### config.mk
export PLATFORM = sky130hd
export DESIGN_NAME = tcmc_timer_mode
export DESIGN_NICKNAME = d
export VERILOG_FILES = /design/src/tcmc_pkg.sv /design/src/tcmc_timer_mode.sv
export VERILOG_INCLUDE_DIRS = /design/src
export SDC_FILE = /design/constraint.sdc
export NUM_CORES = 1
export LEC_CHECK = 0
export BUFFER_PORTS_ARGS = -buffer_cell sky130_fd_sc_hd__buf_4
export CAP_MARGIN = 15
export CORE_UTILIZATION = 50
export CTS_CLUSTER_DIAMETER = 30
export DETAILED_ROUTE_END_ITERATION = 10
export GPL_ROUTABILITY_DRIVEN = 0
export PLACE_DENSITY = 0.79
export SKIP_CTS_REPAIR_TIMING = 1
export SYNTH_ARGS = -nofsm -noshare
export SYNTH_HDL_FRONTEND = slang
export SYNTH_SLANG_ARGS = --single-unit
### constraint.sdc
create_clock -name sys_clk_in -period 4.4 [get_ports sys_clk_in]
set_clock_uncertainty 0.15 [all_clocks]
set_input_delay 0 -clock sys_clk_in [delete_from_list [all_inputs] [get_ports sys_clk_in]]
set_output_delay 0 -clock sys_clk_in [all_outputs]
set_load 0.02 [all_outputs]
### src/tcmc_params.svh
`ifndef TCMC_PARAMS_SVH
`define TCMC_PARAMS_SVH

// ----------------------------------------------------------------------
// Register byte offsets
// ----------------------------------------------------------------------
`define TCMC_OFF_MODE0     8'h00
`define TCMC_OFF_MODE3     8'h04
`define TCMC_OFF_DATA0     8'h08
`define TCMC_OFF_DATA3     8'h0c
`define TCMC_OFF_IRQ_STS   8'h10
`define TCMC_OFF_IRQ_MASK  8'h14
`define TCMC_OFF_START     8'h18
`define TCMC_OFF_STOP      8'h1c
`define TCMC_OFF_CNT0      8'h20
`define TCMC_OFF_CNT3      8'h24

// ----------------------------------------------------------------------
// Mode register field positions
// ----------------------------------------------------------------------
`define TCMC_CKS_HI        15
`define TCMC_CKS_LO        14
`define TCMC_CCS_BIT       12
`define TCMC_SPLIT_BIT     11
`define TCMC_STS_HI        10
`define TCMC_STS_LO        8
`define TCMC_CIS_BIT       6
`define TCMC_MD_HI         3

// ----------------------------------------------------------------------
// Reset values, write masks and trigger codes
// ----------------------------------------------------------------------
`define TCMC_MODE_RESET    16'h0000
`define TCMC_MODE0_WMASK   16'hd7cf
`define TCMC_MODE3_WMASK   16'hdfcf
`define TCMC_DATA_RESET    16'hffff
`define TCMC_HALF_MASK     16'h00ff
`define TCMC_FULL_MASK     16'hffff
`define TCMC_TRG_SW        3'h0
`define TCMC_TRG_EDGE      3'h1
`define TCMC_TRG_BOTH      3'h2
`define TCMC_TRG_MASTER    3'h4

`endif

### src/tcmc_pkg.sv
package tcmc_pkg;

  // --------------------------------------------------------------------
  // Types
  // --------------------------------------------------------------------
  typedef enum logic [5:0] {
    TCMC_MD_INTERVAL = 6'h01,
    TCMC_MD_CAPTURE  = 6'h02,
    TCMC_MD_EVENT    = 6'h04,
    TCMC_MD_ONECOUNT = 6'h08,
    TCMC_MD_CAPONE   = 6'h10,
    TCMC_MD_PROHIB   = 6'h20
  } tcmc_mode_type;

  typedef struct packed {
    logic [7:0]  addr;
    logic [15:0] wdata;
    logic        wr;
    logic        rd;
  } tcmc_bus_type;

endpackage : tcmc_pkg

### src/tcmc_timer_mode.sv
`include "tcmc_params.svh"

module tcmc_timer_mode #(
  parameter int CNT_W = 16
) (
  input  wire logic                  sys_clk_in,
  input  wire logic                  nrst_in,
  input  wire tcmc_pkg::tcmc_bus_type bus_in,
  output logic [15:0]                rdata_out,
  input  wire logic [3:0]            prescaled_clk_in,
  input  wire logic                  timer_in_pin_ch0_in,
  input  wire logic                  timer_in_pin_ch3_in,
  input  wire logic                  master_int_in,
  output logic                       timer_out_ch0_out,
  output logic                       timer_out_ch3_out,
  output logic                       tint_ch0_out,
  output logic                       tint_ch3_out,
  output logic                       irq_out
);
  import tcmc_pkg::*;

  // --------------------------------------------------------------------
  // Elaboration check
  // --------------------------------------------------------------------
  if (CNT_W != 16) begin : g_bad_width
    $error("tcmc_timer_mode supports only a 16-bit counter");
  end

  // --------------------------------------------------------------------
  // Functions
  // --------------------------------------------------------------------
  function automatic tcmc_mode_type decode_mode(input logic [3:0] md);
    if (md[3:1] == 3'h0) begin
      return TCMC_MD_INTERVAL;
    end else if (md[3:1] == 3'h2) begin
      return TCMC_MD_CAPTURE;
    end else if (md == 4'h6) begin
      return TCMC_MD_EVENT;
    end else if (md[3:1] == 3'h4) begin
      return TCMC_MD_ONECOUNT;
    end else if (md == 4'hc) begin
      return TCMC_MD_CAPONE;
    end else begin
      return TCMC_MD_PROHIB;
    end
  endfunction : decode_mode

  function automatic logic trig_legal(input logic [2:0] sel);
    return (sel == `TCMC_TRG_SW) || (sel == `TCMC_TRG_EDGE) ||
           (sel == `TCMC_TRG_BOTH) || (sel == `TCMC_TRG_MASTER);
  endfunction : trig_legal

  function automatic logic op_tick(input logic [1:0] cks,
                                   input logic [3:0] ck);
    logic t;
    t = 1'b0;
    case (cks)
      2'h0:    t = ck[0];
      2'h1:    t = ck[2];
      2'h2:    t = ck[1];
      default: t = ck[3];
    endcase
    return t;
  endfunction : op_tick

  // --------------------------------------------------------------------
  // Pin synchronisers
  // --------------------------------------------------------------------
  logic [1:0] ti_s1_ff;
  logic [1:0] ti_s2_ff;
  logic [1:0] ti_d_ff;

  always_ff @(posedge sys_clk_in or negedge nrst_in) begin
    if (!nrst_in) begin
      ti_s1_ff <= 2'h0;
      ti_s2_ff <= 2'h0;
      ti_d_ff  <= 2'h0;
    end else begin
      ti_s1_ff <= {timer_in_pin_ch3_in, timer_in_pin_ch0_in};
      ti_s2_ff <= ti_s1_ff;
      ti_d_ff  <= ti_s2_ff;
    end
  end

  // --------------------------------------------------------------------
  // State
  // --------------------------------------------------------------------
  logic [15:0]     mode_ff [2];
  logic [15:0]     data_ff [2];
  logic [15:0]     cnt_ff  [2];
  logic [1:0]      run_ff;
  logic [1:0]      tout_ff;
  logic [1:0]      tint_ff;
  logic [3:0]      sts_ff;
  logic [3:0]      mask_ff;
  logic [15:0]     rdata_ff;
  logic            irq_ff;
  logic [15:0]     nxt_mode [2];
  logic [15:0]     nxt_data [2];
  logic [15:0]     nxt_cnt  [2];
  logic [1:0]      nxt_run;
  logic [1:0]      nxt_tout;
  logic [1:0]      nxt_tint;
  logic [3:0]      nxt_sts;
  logic [3:0]      nxt_mask;
  logic [15:0]     nxt_rdata;
  logic            nxt_irq;
  tcmc_mode_type   md_v   [2];
  logic [1:0]      trig_v;
  logic [1:0]      tick_v;
  logic [1:0]      vedge_v;
  logic [1:0]      rise_v;
  logic [1:0]      fall_v;
  logic [1:0]      bad_v;
  logic [1:0]      sw_start;
  logic [1:0]      sw_stop;
  logic [3:0]      ev_set;
  logic [15:0]     wmask_v [2];

  // --------------------------------------------------------------------
  // Next-state logic
  // --------------------------------------------------------------------
  always_comb begin
    logic [2:0]  sel;
    logic        hw;
    logic        lowb;
    logic [15:0] reload;
    sel       = 3'h0;
    hw        = 1'b0;
    lowb      = 1'b0;
    reload    = 16'h0000;
    nxt_mode  = mode_ff;
    nxt_data  = data_ff;
    nxt_cnt   = cnt_ff;
    nxt_run   = run_ff;
    nxt_tout  = tout_ff;
    nxt_tint  = 2'h0;
    nxt_mask  = mask_ff;
    ev_set    = 4'h0;
    sw_start  = 2'h0;
    sw_stop   = 2'h0;
    if (bus_in.wr) begin
      if (bus_in.addr == `TCMC_OFF_MODE0) begin
        nxt_mode[0] = bus_in.wdata & `TCMC_MODE0_WMASK;
      end else if (bus_in.addr == `TCMC_OFF_MODE3) begin
        nxt_mode[1] = bus_in.wdata & `TCMC_MODE3_WMASK;
      end else if (bus_in.addr == `TCMC_OFF_DATA0) begin
        nxt_data[0] = bus_in.wdata;
      end else if (bus_in.addr == `TCMC_OFF_DATA3) begin
        nxt_data[1] = bus_in.wdata;
      end else if (bus_in.addr == `TCMC_OFF_IRQ_MASK) begin
        nxt_mask = bus_in.wdata[3:0];
      end else if (bus_in.addr == `TCMC_OFF_START) begin
        sw_start = bus_in.wdata[1:0];
      end else if (bus_in.addr == `TCMC_OFF_STOP) begin
        sw_stop = bus_in.wdata[1:0];
      end
    end
    for (int ch = 0; ch < 2; ch++) begin
      md_v[ch]    = decode_mode(mode_ff[ch][`TCMC_MD_HI:0]);
      lowb        = mode_ff[ch][0];
      sel         = mode_ff[ch][`TCMC_STS_HI:`TCMC_STS_LO];
      bad_v[ch]   = (md_v[ch] == TCMC_MD_PROHIB) || !trig_legal(sel);
      rise_v[ch]  = ti_s2_ff[ch] & ~ti_d_ff[ch];
      fall_v[ch]  = ~ti_s2_ff[ch] & ti_d_ff[ch];
      vedge_v[ch] = mode_ff[ch][`TCMC_CIS_BIT] ? rise_v[ch] : fall_v[ch];
      case (sel)
        `TCMC_TRG_EDGE:   hw = vedge_v[ch];
        `TCMC_TRG_BOTH:   hw = rise_v[ch] | fall_v[ch];
        `TCMC_TRG_MASTER: hw = master_int_in;
        default:          hw = 1'b0;
      endcase
      trig_v[ch] = sw_start[ch] | hw;
      tick_v[ch] = mode_ff[ch][`TCMC_CCS_BIT] ? vedge_v[ch] :
                   op_tick(mode_ff[ch][`TCMC_CKS_HI:`TCMC_CKS_LO],
                           prescaled_clk_in);
      // Only channel 3 can split; its upper byte then stays at zero.
      wmask_v[ch] = (ch == 1 && mode_ff[1][`TCMC_SPLIT_BIT]) ?
                    `TCMC_HALF_MASK : `TCMC_FULL_MASK;
      reload = data_ff[ch] & wmask_v[ch];
      ev_set[ch + 2] = bad_v[ch];
      if (bad_v[ch] || sw_stop[ch]) begin
        nxt_run[ch] = 1'b0;
      end else if (!run_ff[ch]) begin
        if (trig_v[ch]) begin
          nxt_run[ch] = 1'b1;
          if (md_v[ch] == TCMC_MD_CAPTURE || md_v[ch] == TCMC_MD_CAPONE) begin
            nxt_cnt[ch] = 16'h0000;
          end else begin
            nxt_cnt[ch] = reload;
          end
          if (lowb && (md_v[ch] == TCMC_MD_INTERVAL ||
                       md_v[ch] == TCMC_MD_CAPTURE)) begin
            nxt_tint[ch] = 1'b1;
          end
        end
      end else begin
        case (md_v[ch])
          TCMC_MD_INTERVAL, TCMC_MD_EVENT: begin
            if (tick_v[ch]) begin
              if (cnt_ff[ch] == 16'h0000) begin
                nxt_cnt[ch]  = reload;
                nxt_tint[ch] = 1'b1;
              end else begin
                nxt_cnt[ch] = (cnt_ff[ch] - 16'h0001) & wmask_v[ch];
              end
            end
          end
          TCMC_MD_CAPTURE: begin
            if (trig_v[ch]) begin
              nxt_data[ch] = cnt_ff[ch];
              nxt_cnt[ch]  = 16'h0000;
              nxt_tint[ch] = 1'b1;
            end else if (tick_v[ch]) begin
              nxt_cnt[ch] = (cnt_ff[ch] + 16'h0001) & wmask_v[ch];
            end
          end
          TCMC_MD_ONECOUNT: begin
            if (trig_v[ch] && lowb) begin
              nxt_cnt[ch]  = reload;
              nxt_tint[ch] = 1'b1;
            end else if (tick_v[ch]) begin
              if (cnt_ff[ch] == 16'h0000) begin
                nxt_run[ch]  = 1'b0;
                nxt_tint[ch] = 1'b1;
              end else begin
                nxt_cnt[ch] = (cnt_ff[ch] - 16'h0001) & wmask_v[ch];
              end
            end
          end
          TCMC_MD_CAPONE: begin
            // A second trigger ends the width measurement, never restarts.
            if (trig_v[ch]) begin
              nxt_data[ch] = cnt_ff[ch];
              nxt_run[ch]  = 1'b0;
              nxt_tint[ch] = 1'b1;
            end else if (tick_v[ch]) begin
              nxt_cnt[ch] = (cnt_ff[ch] + 16'h0001) & wmask_v[ch];
            end
          end
          default: begin
            nxt_run[ch] = 1'b0;
          end
        endcase
      end
      ev_set[ch] = nxt_tint[ch];
      nxt_tout[ch] = tout_ff[ch] ^ nxt_tint[ch];
    end
    // A new event beats a write-one clear of the same bit.
    nxt_sts = sts_ff | ev_set;
    if (bus_in.wr && bus_in.addr == `TCMC_OFF_IRQ_STS) begin
      nxt_sts = (sts_ff & ~bus_in.wdata[3:0]) | ev_set;
    end
    nxt_irq = |(nxt_sts & nxt_mask);
    nxt_rdata = 16'h0000;
    if (bus_in.rd) begin
      if (bus_in.addr == `TCMC_OFF_MODE0) begin
        nxt_rdata = mode_ff[0];
      end else if (bus_in.addr == `TCMC_OFF_MODE3) begin
        nxt_rdata = mode_ff[1];
      end else if (bus_in.addr == `TCMC_OFF_DATA0) begin
        nxt_rdata = data_ff[0];
      end else if (bus_in.addr == `TCMC_OFF_DATA3) begin
        nxt_rdata = data_ff[1];
      end else if (bus_in.addr == `TCMC_OFF_IRQ_STS) begin
        nxt_rdata = {12'h000, sts_ff};
      end else if (bus_in.addr == `TCMC_OFF_IRQ_MASK) begin
        nxt_rdata = {12'h000, mask_ff};
      end else if (bus_in.addr == `TCMC_OFF_START) begin
        nxt_rdata = {14'h0000, run_ff};
      end else if (bus_in.addr == `TCMC_OFF_CNT0) begin
        nxt_rdata = cnt_ff[0];
      end else if (bus_in.addr == `TCMC_OFF_CNT3) begin
        nxt_rdata = cnt_ff[1];
      end
    end
  end

  // --------------------------------------------------------------------
  // Registers
  // --------------------------------------------------------------------
  always_ff @(posedge sys_clk_in or negedge nrst_in) begin
    if (!nrst_in) begin
      mode_ff  <= '{`TCMC_MODE_RESET, `TCMC_MODE_RESET};
      data_ff  <= '{`TCMC_DATA_RESET, `TCMC_DATA_RESET};
      cnt_ff   <= '{16'h0000, 16'h0000};
      run_ff   <= 2'h0;
      tout_ff  <= 2'h0;
      tint_ff  <= 2'h0;
      sts_ff   <= 4'h0;
      mask_ff  <= 4'h0;
      rdata_ff <= 16'h0000;
      irq_ff   <= 1'b0;
    end else begin
      mode_ff  <= nxt_mode;
      data_ff  <= nxt_data;
      cnt_ff   <= nxt_cnt;
      run_ff   <= nxt_run;
      tout_ff  <= nxt_tout;
      tint_ff  <= nxt_tint;
      sts_ff   <= nxt_sts;
      mask_ff  <= nxt_mask;
      rdata_ff <= nxt_rdata;
      irq_ff   <= nxt_irq;
    end
  end

  assign rdata_out         = rdata_ff;
  assign timer_out_ch0_out = tout_ff[0];
  assign timer_out_ch3_out = tout_ff[1];
  assign tint_ch0_out      = tint_ff[0];
  assign tint_ch3_out      = tint_ff[1];
  assign irq_out           = irq_ff;

  // --------------------------------------------------------------------
  // Assertions
  // --------------------------------------------------------------------
  a_sw_only_start: assert property (@(posedge sys_clk_in)
    disable iff (!nrst_in) (mode_ff[0][10:8] == 3'h0 && !sw_start[0] &&
    !run_ff[0] && !(bus_in.wr && bus_in.addr == `TCMC_OFF_MODE0))
    |=> !run_ff[0]) else $error("channel 0 started without software");

  a_edge_start: assert property (@(posedge sys_clk_in)
    disable iff (!nrst_in) (mode_ff[0][10:8] == 3'h1 && vedge_v[0] &&
    !run_ff[0] && !bad_v[0] && !sw_stop[0]) |=> run_ff[0])
    else $error("valid pin edge did not start channel 0");

  a_both_edges: assert property (@(posedge sys_clk_in)
    disable iff (!nrst_in) (mode_ff[1][10:8] == 3'h2 && fall_v[1] &&
    !run_ff[1] && !bad_v[1] && !sw_stop[1]) |=> run_ff[1])
    else $error("falling pin edge did not start channel 3");

  a_master_trig: assert property (@(posedge sys_clk_in)
    disable iff (!nrst_in) (mode_ff[1][10:8] == 3'h4 && master_int_in &&
    !run_ff[1] && !bad_v[1] && !sw_stop[1]) |=> run_ff[1])
    else $error("master interrupt did not start channel 3");

  a_interval_down: assert property (@(posedge sys_clk_in)
    disable iff (!nrst_in) (run_ff[0] && md_v[0] == TCMC_MD_INTERVAL &&
    tick_v[0] && cnt_ff[0] != 16'h0000 && !bad_v[0] && !sw_stop[0])
    |=> cnt_ff[0] == $past(cnt_ff[0]) - 16'h0001)
    else $error("interval counter did not count down");

  a_capture_up: assert property (@(posedge sys_clk_in)
    disable iff (!nrst_in) (run_ff[0] && md_v[0] == TCMC_MD_CAPTURE &&
    tick_v[0] && !trig_v[0] && !bad_v[0] && !sw_stop[0])
    |=> cnt_ff[0] == $past(cnt_ff[0]) + 16'h0001)
    else $error("capture counter did not count up");

  a_start_int: assert property (@(posedge sys_clk_in)
    disable iff (!nrst_in) (!run_ff[0] && trig_v[0] && !bad_v[0] &&
    !sw_stop[0] && md_v[0] == TCMC_MD_INTERVAL && mode_ff[0][0])
    |=> tint_ch0_out && (timer_out_ch0_out != $past(timer_out_ch0_out)))
    else $error("no start interrupt with low mode bit set");

  a_no_start_int: assert property (@(posedge sys_clk_in)
    disable iff (!nrst_in) (!run_ff[0] && trig_v[0] && !mode_ff[0][0])
    |=> !tint_ch0_out && $stable(timer_out_ch0_out))
    else $error("start interrupt with low mode bit clear");

  a_onecount_ignore: assert property (@(posedge sys_clk_in)
    disable iff (!nrst_in) (run_ff[0] && md_v[0] == TCMC_MD_ONECOUNT &&
    !mode_ff[0][0] && trig_v[0] && !tick_v[0]) |=> $stable(cnt_ff[0]) &&
    !tint_ch0_out) else $error("one-count accepted a retrigger");

  a_onecount_restart: assert property (@(posedge sys_clk_in)
    disable iff (!nrst_in) (run_ff[0] && md_v[0] == TCMC_MD_ONECOUNT &&
    mode_ff[0][0] && trig_v[0] && !bad_v[0] && !sw_stop[0])
    |=> tint_ch0_out && cnt_ff[0] == $past(data_ff[0]))
    else $error("one-count did not restart on trigger");

  a_split_byte: assert property (@(posedge sys_clk_in)
    disable iff (!nrst_in) mode_ff[1][11] && $past(mode_ff[1][11]) &&
    run_ff[1] && $past(run_ff[1]) |-> cnt_ff[1][15:8] == 8'h00)
    else $error("split channel 3 used its upper byte");

  a_mode_zeros: assert property (@(posedge sys_clk_in)
    disable iff (!nrst_in) bus_in.rd && bus_in.addr == `TCMC_OFF_MODE0
    |=> rdata_out[13] == 1'b0 && rdata_out[11] == 1'b0 &&
    rdata_out[5:4] == 2'h0) else $error("mode reserved bits not zero");

endmodule : tcmc_timer_mode

==> reports/metrics.yaml <==
pwr-share-clk_pct: 27.1
diodes: 0
fillers: 1506
core_region_area_mm2: 0.0174
track_usage_pct: 31.7
io_pins: 56
leakagePower_uw: 0.00425
grt_pass1_vias: 8027
failed_checks: "negative hold slack"
critical_path_class: "flip-flop to flip-flop"
synth.area.top_cells: "dfrtp_1 (26%), dfstp_2 (9.4%), mux2i_1 (6.0%)"
critPathArrivalTime_ns: 3.54
drive_above_1_share_pct: 19.2
setup_tns_ns: 0
ys.warnings.count: 0
cp.required_ns: 4.58
cts_tree: "yes"
area.sequential_mm2: 0.00319
grt_first_pass_wirelength_um: 44400
syn_area_per_cell_um2: 8.82
ys_types: 79
portBuffers: 55
rsz0062_at_grt: "false"
reg2reg_slack_ns: 1.04
multi_input_area_mm2: 0.00528
min_path_type: "input pin to flip-flop"
yosys.area.top_type: "dfrtp_1"
synth_area_mm2: 0.00896
reg2reg_depth: 7
drt-total-wl_um: 28400
synth.top_cell.area_share_pct: 26.2
endpoint_kind: "flip-flop"
root_buffer: "clkbuf_16"
die_y_um: 136
seqPwrFrac_pct: 38.1
min_from: "bus_in[22]"
slowest_delay_ns: 0.79
mappedNetlistNets: 1061
synth-edff-count: 0
min_path_cells: 4
antenna_found_initial: 0
whs_ns: -0.0294
final_nets: 1081
finalSetupViolCount: 0
r2r-start: "cnt_ff[19]"
drv_cap: 0
wire_per_inst_um: 22.3
drc: 0
clockBufferDepth: 2
vias_per_cell: 6.76
h-tree-depth: 4
first_pass_iters: 7
swShare_pct: 42.5
ys.flop_type: "dfrtp_1"
slowest_stage: "a221o_1"
finalCritPeriodShare_pct: 76.4
via_count: 8601
async_flop_share_pct: 100
num_rows: 48
hold_viol: 2
die-area_mm2: 0.0185
post-route-min-period_ns: 3.36
clk_transition_reported_paths_ns: 0.06
internal-power_uw: 2980
synth_cells: 1016
worstPathCellList: "nor4_2 -> and3b_1 -> nand2_1 -> a21oi_1 -> a221o_1 -> o21ai_0 -> o31ai_1"
fmax_ghz: 0.297
cts-buffers-inserted: 17
outcome: "finished with violations"
rr_endpoint: "cnt_ff[19]"
ys_seq_area_share_pct: 35.6
worstSkewPairLatency_ns: 0.44
initial_core_util_pct: 51.5
crit_fanout: 24
cts_sinks: 126
die_w_um: 136
area_growth_syn_to_layout_pct: 13.4
ys_ff_latch: 126
grt_overflow: 0
pwr_density_cell_mw_per_mm2: 510
slew_violations: 0
drtIter0Drc: 1235
vdd_drop_max_mv: 0.349
grt_max_degree: 57
final_core_util_pct: 58.4
tightest_slew_ns: 1.13
p_comb_share_pct: 34.8
hold_end: "rdata_out[1]"
place_hpwl_um: 19400
antenna_left: 0
critPathLaunchType: "flip-flop"
p_sw_uw: 2200
slew_headroom_pct: 22.9
==> sequential cells by signal, indices dropped and copies added (netlist names) <==
signal and flops:
cnt_ff 32, run_ff 2, tint_ff 2, irq_out 1, data_ff 32, mask_ff 4
ti_s2_ff 2, ti_s1_ff 2, ti_d_ff 2, sts_ff 4, mode_ff 25, tout_ff 2
rdata_out 16
==> Yosys cell counts (all sizes together) (16+ instances only) <==
master,count
xnor2,25
xor2,22
a31oi,16
buf,23
nor4,17
dfrtp,94
nand4,17
a221oi,22
nor3,32
nor2,55
clkbuf,66
dfstp,32
nor2b,16
a21oi,52
o21ai,67
mux2,48
nand3,27
mux2i,54
nand2,119
inv,29
==> power groups by stage <==
stage / sequential [uW] / clock [uW] / combinational, uW
3_5_place_dp: 1960 / 0 / 1740
2_1_floorplan: 1530 / 0 / 1690
3_3_place_gp: 1930 / 0 / 1700
5_1_grt: 2010 / 1470 / 1970
4_1_cts: 1940 / 1400 / 1760
6_report: 1970 / 1410 / 1800
==> layout make-up <==
| class | instances | share of cell area, % |
|---|---|---|
| multi-input cells | 772 | 52.0 |
| flip-flops and latches | 126 | 31.4 |
| repair buffers | 90 | 7.16 |
| clock buffers | 17 | 4.18 |
| well taps | 225 | 2.77 |
| clock inverters | 14 | 1.45 |
| inverters | 29 | 1.07 |
==> placed cells by master (no fill, tap or decap), types with 17 or more instances in the layout <==
cell           Yosys  layout
o21ai_0           66      66
dfstp_2           32      32
inv_1             29      29
nand3_1           27      27
xnor2_1           25      25
dlygate4sd3_1      0      21
nand4_1           17      17
a221oi_1          20      20
buf_4              1      69
clkbuf_16          0      17
a21oi_1           51      51
nor3_1            31      31
nor2_1            55      55
xor2_1            22      22
nand2_1          118     118
mux2_2            46      46
dfrtp_1           94      94
mux2i_1           54      54
==> worst max path at each step <==
| stage | startpoint | to | slack [ns] | cells past startpoint |
|---|---|---|---|---|
| after floorplan | ti_s2_ff[0] | cnt_ff[19] | 1.69 | 10 |
| after global placement | cnt_ff[30] | cnt_ff[28] | 1.17 | 7 |
| after detailed placement | cnt_ff[30] | cnt_ff[19] | 1.08 | 7 |
| after CTS | cnt_ff[30] | cnt_ff[19] | 1.08 | 7 |
| after global routing | cnt_ff[19] | cnt_ff[19] | 0.79 | 7 |
| final | cnt_ff[19] | cnt_ff[19] | 1.04 | 7 |
==> layer usage <==
metal,up-vias,track usage (%),routed length (um)
li1,3808,-,-
met1,4142,42.3,11100
met2,543,48.8,13000
met3,108,6.15,2900
met4,0,16.1,1340
met5,-,0,0
==> logic make-up (layout without fill, tap and decap cells) <==
family	after synthesis	count (layout)	share of synthesized area (%)
AOI/OAI and AO/OA	265	265	20.3
xor gates and xnor gates	47	47	4.59
adders and majority gates	11	11	1.51
buffers and inverters	118	150	5.57
DFF	126	126	35.6
muxes	104	104	12.6
and+or+nand+nor	345	345	19.8
==> per-stage QoR <==
step	hold WS, ns	total power, uW	cell area, um^2	worst slack [ns]	instances
CTS	-0.486	5100	9960	1.08	1252
floorplan	-0.446	3220	8960	1.69	1016
finish	-0.0294	5180	10200	1.04	1273
detailed placement	-0.0397	3690	9390	1.08	1221
global route	0.0123	5440	10200	0.793	1273
global placement	-0.0403	3640	9390	1.17	1221
==> worst max-delay path, delay by kind of cell (launching register included) <==
family,cells,cell delay (ns)
flip-flops,1,0.55
AO/OA/AOI/OAI,4,1.50
AND/OR/NAND/NOR,3,1.06
No activity file was read; power rests on OpenSTA's default activity.
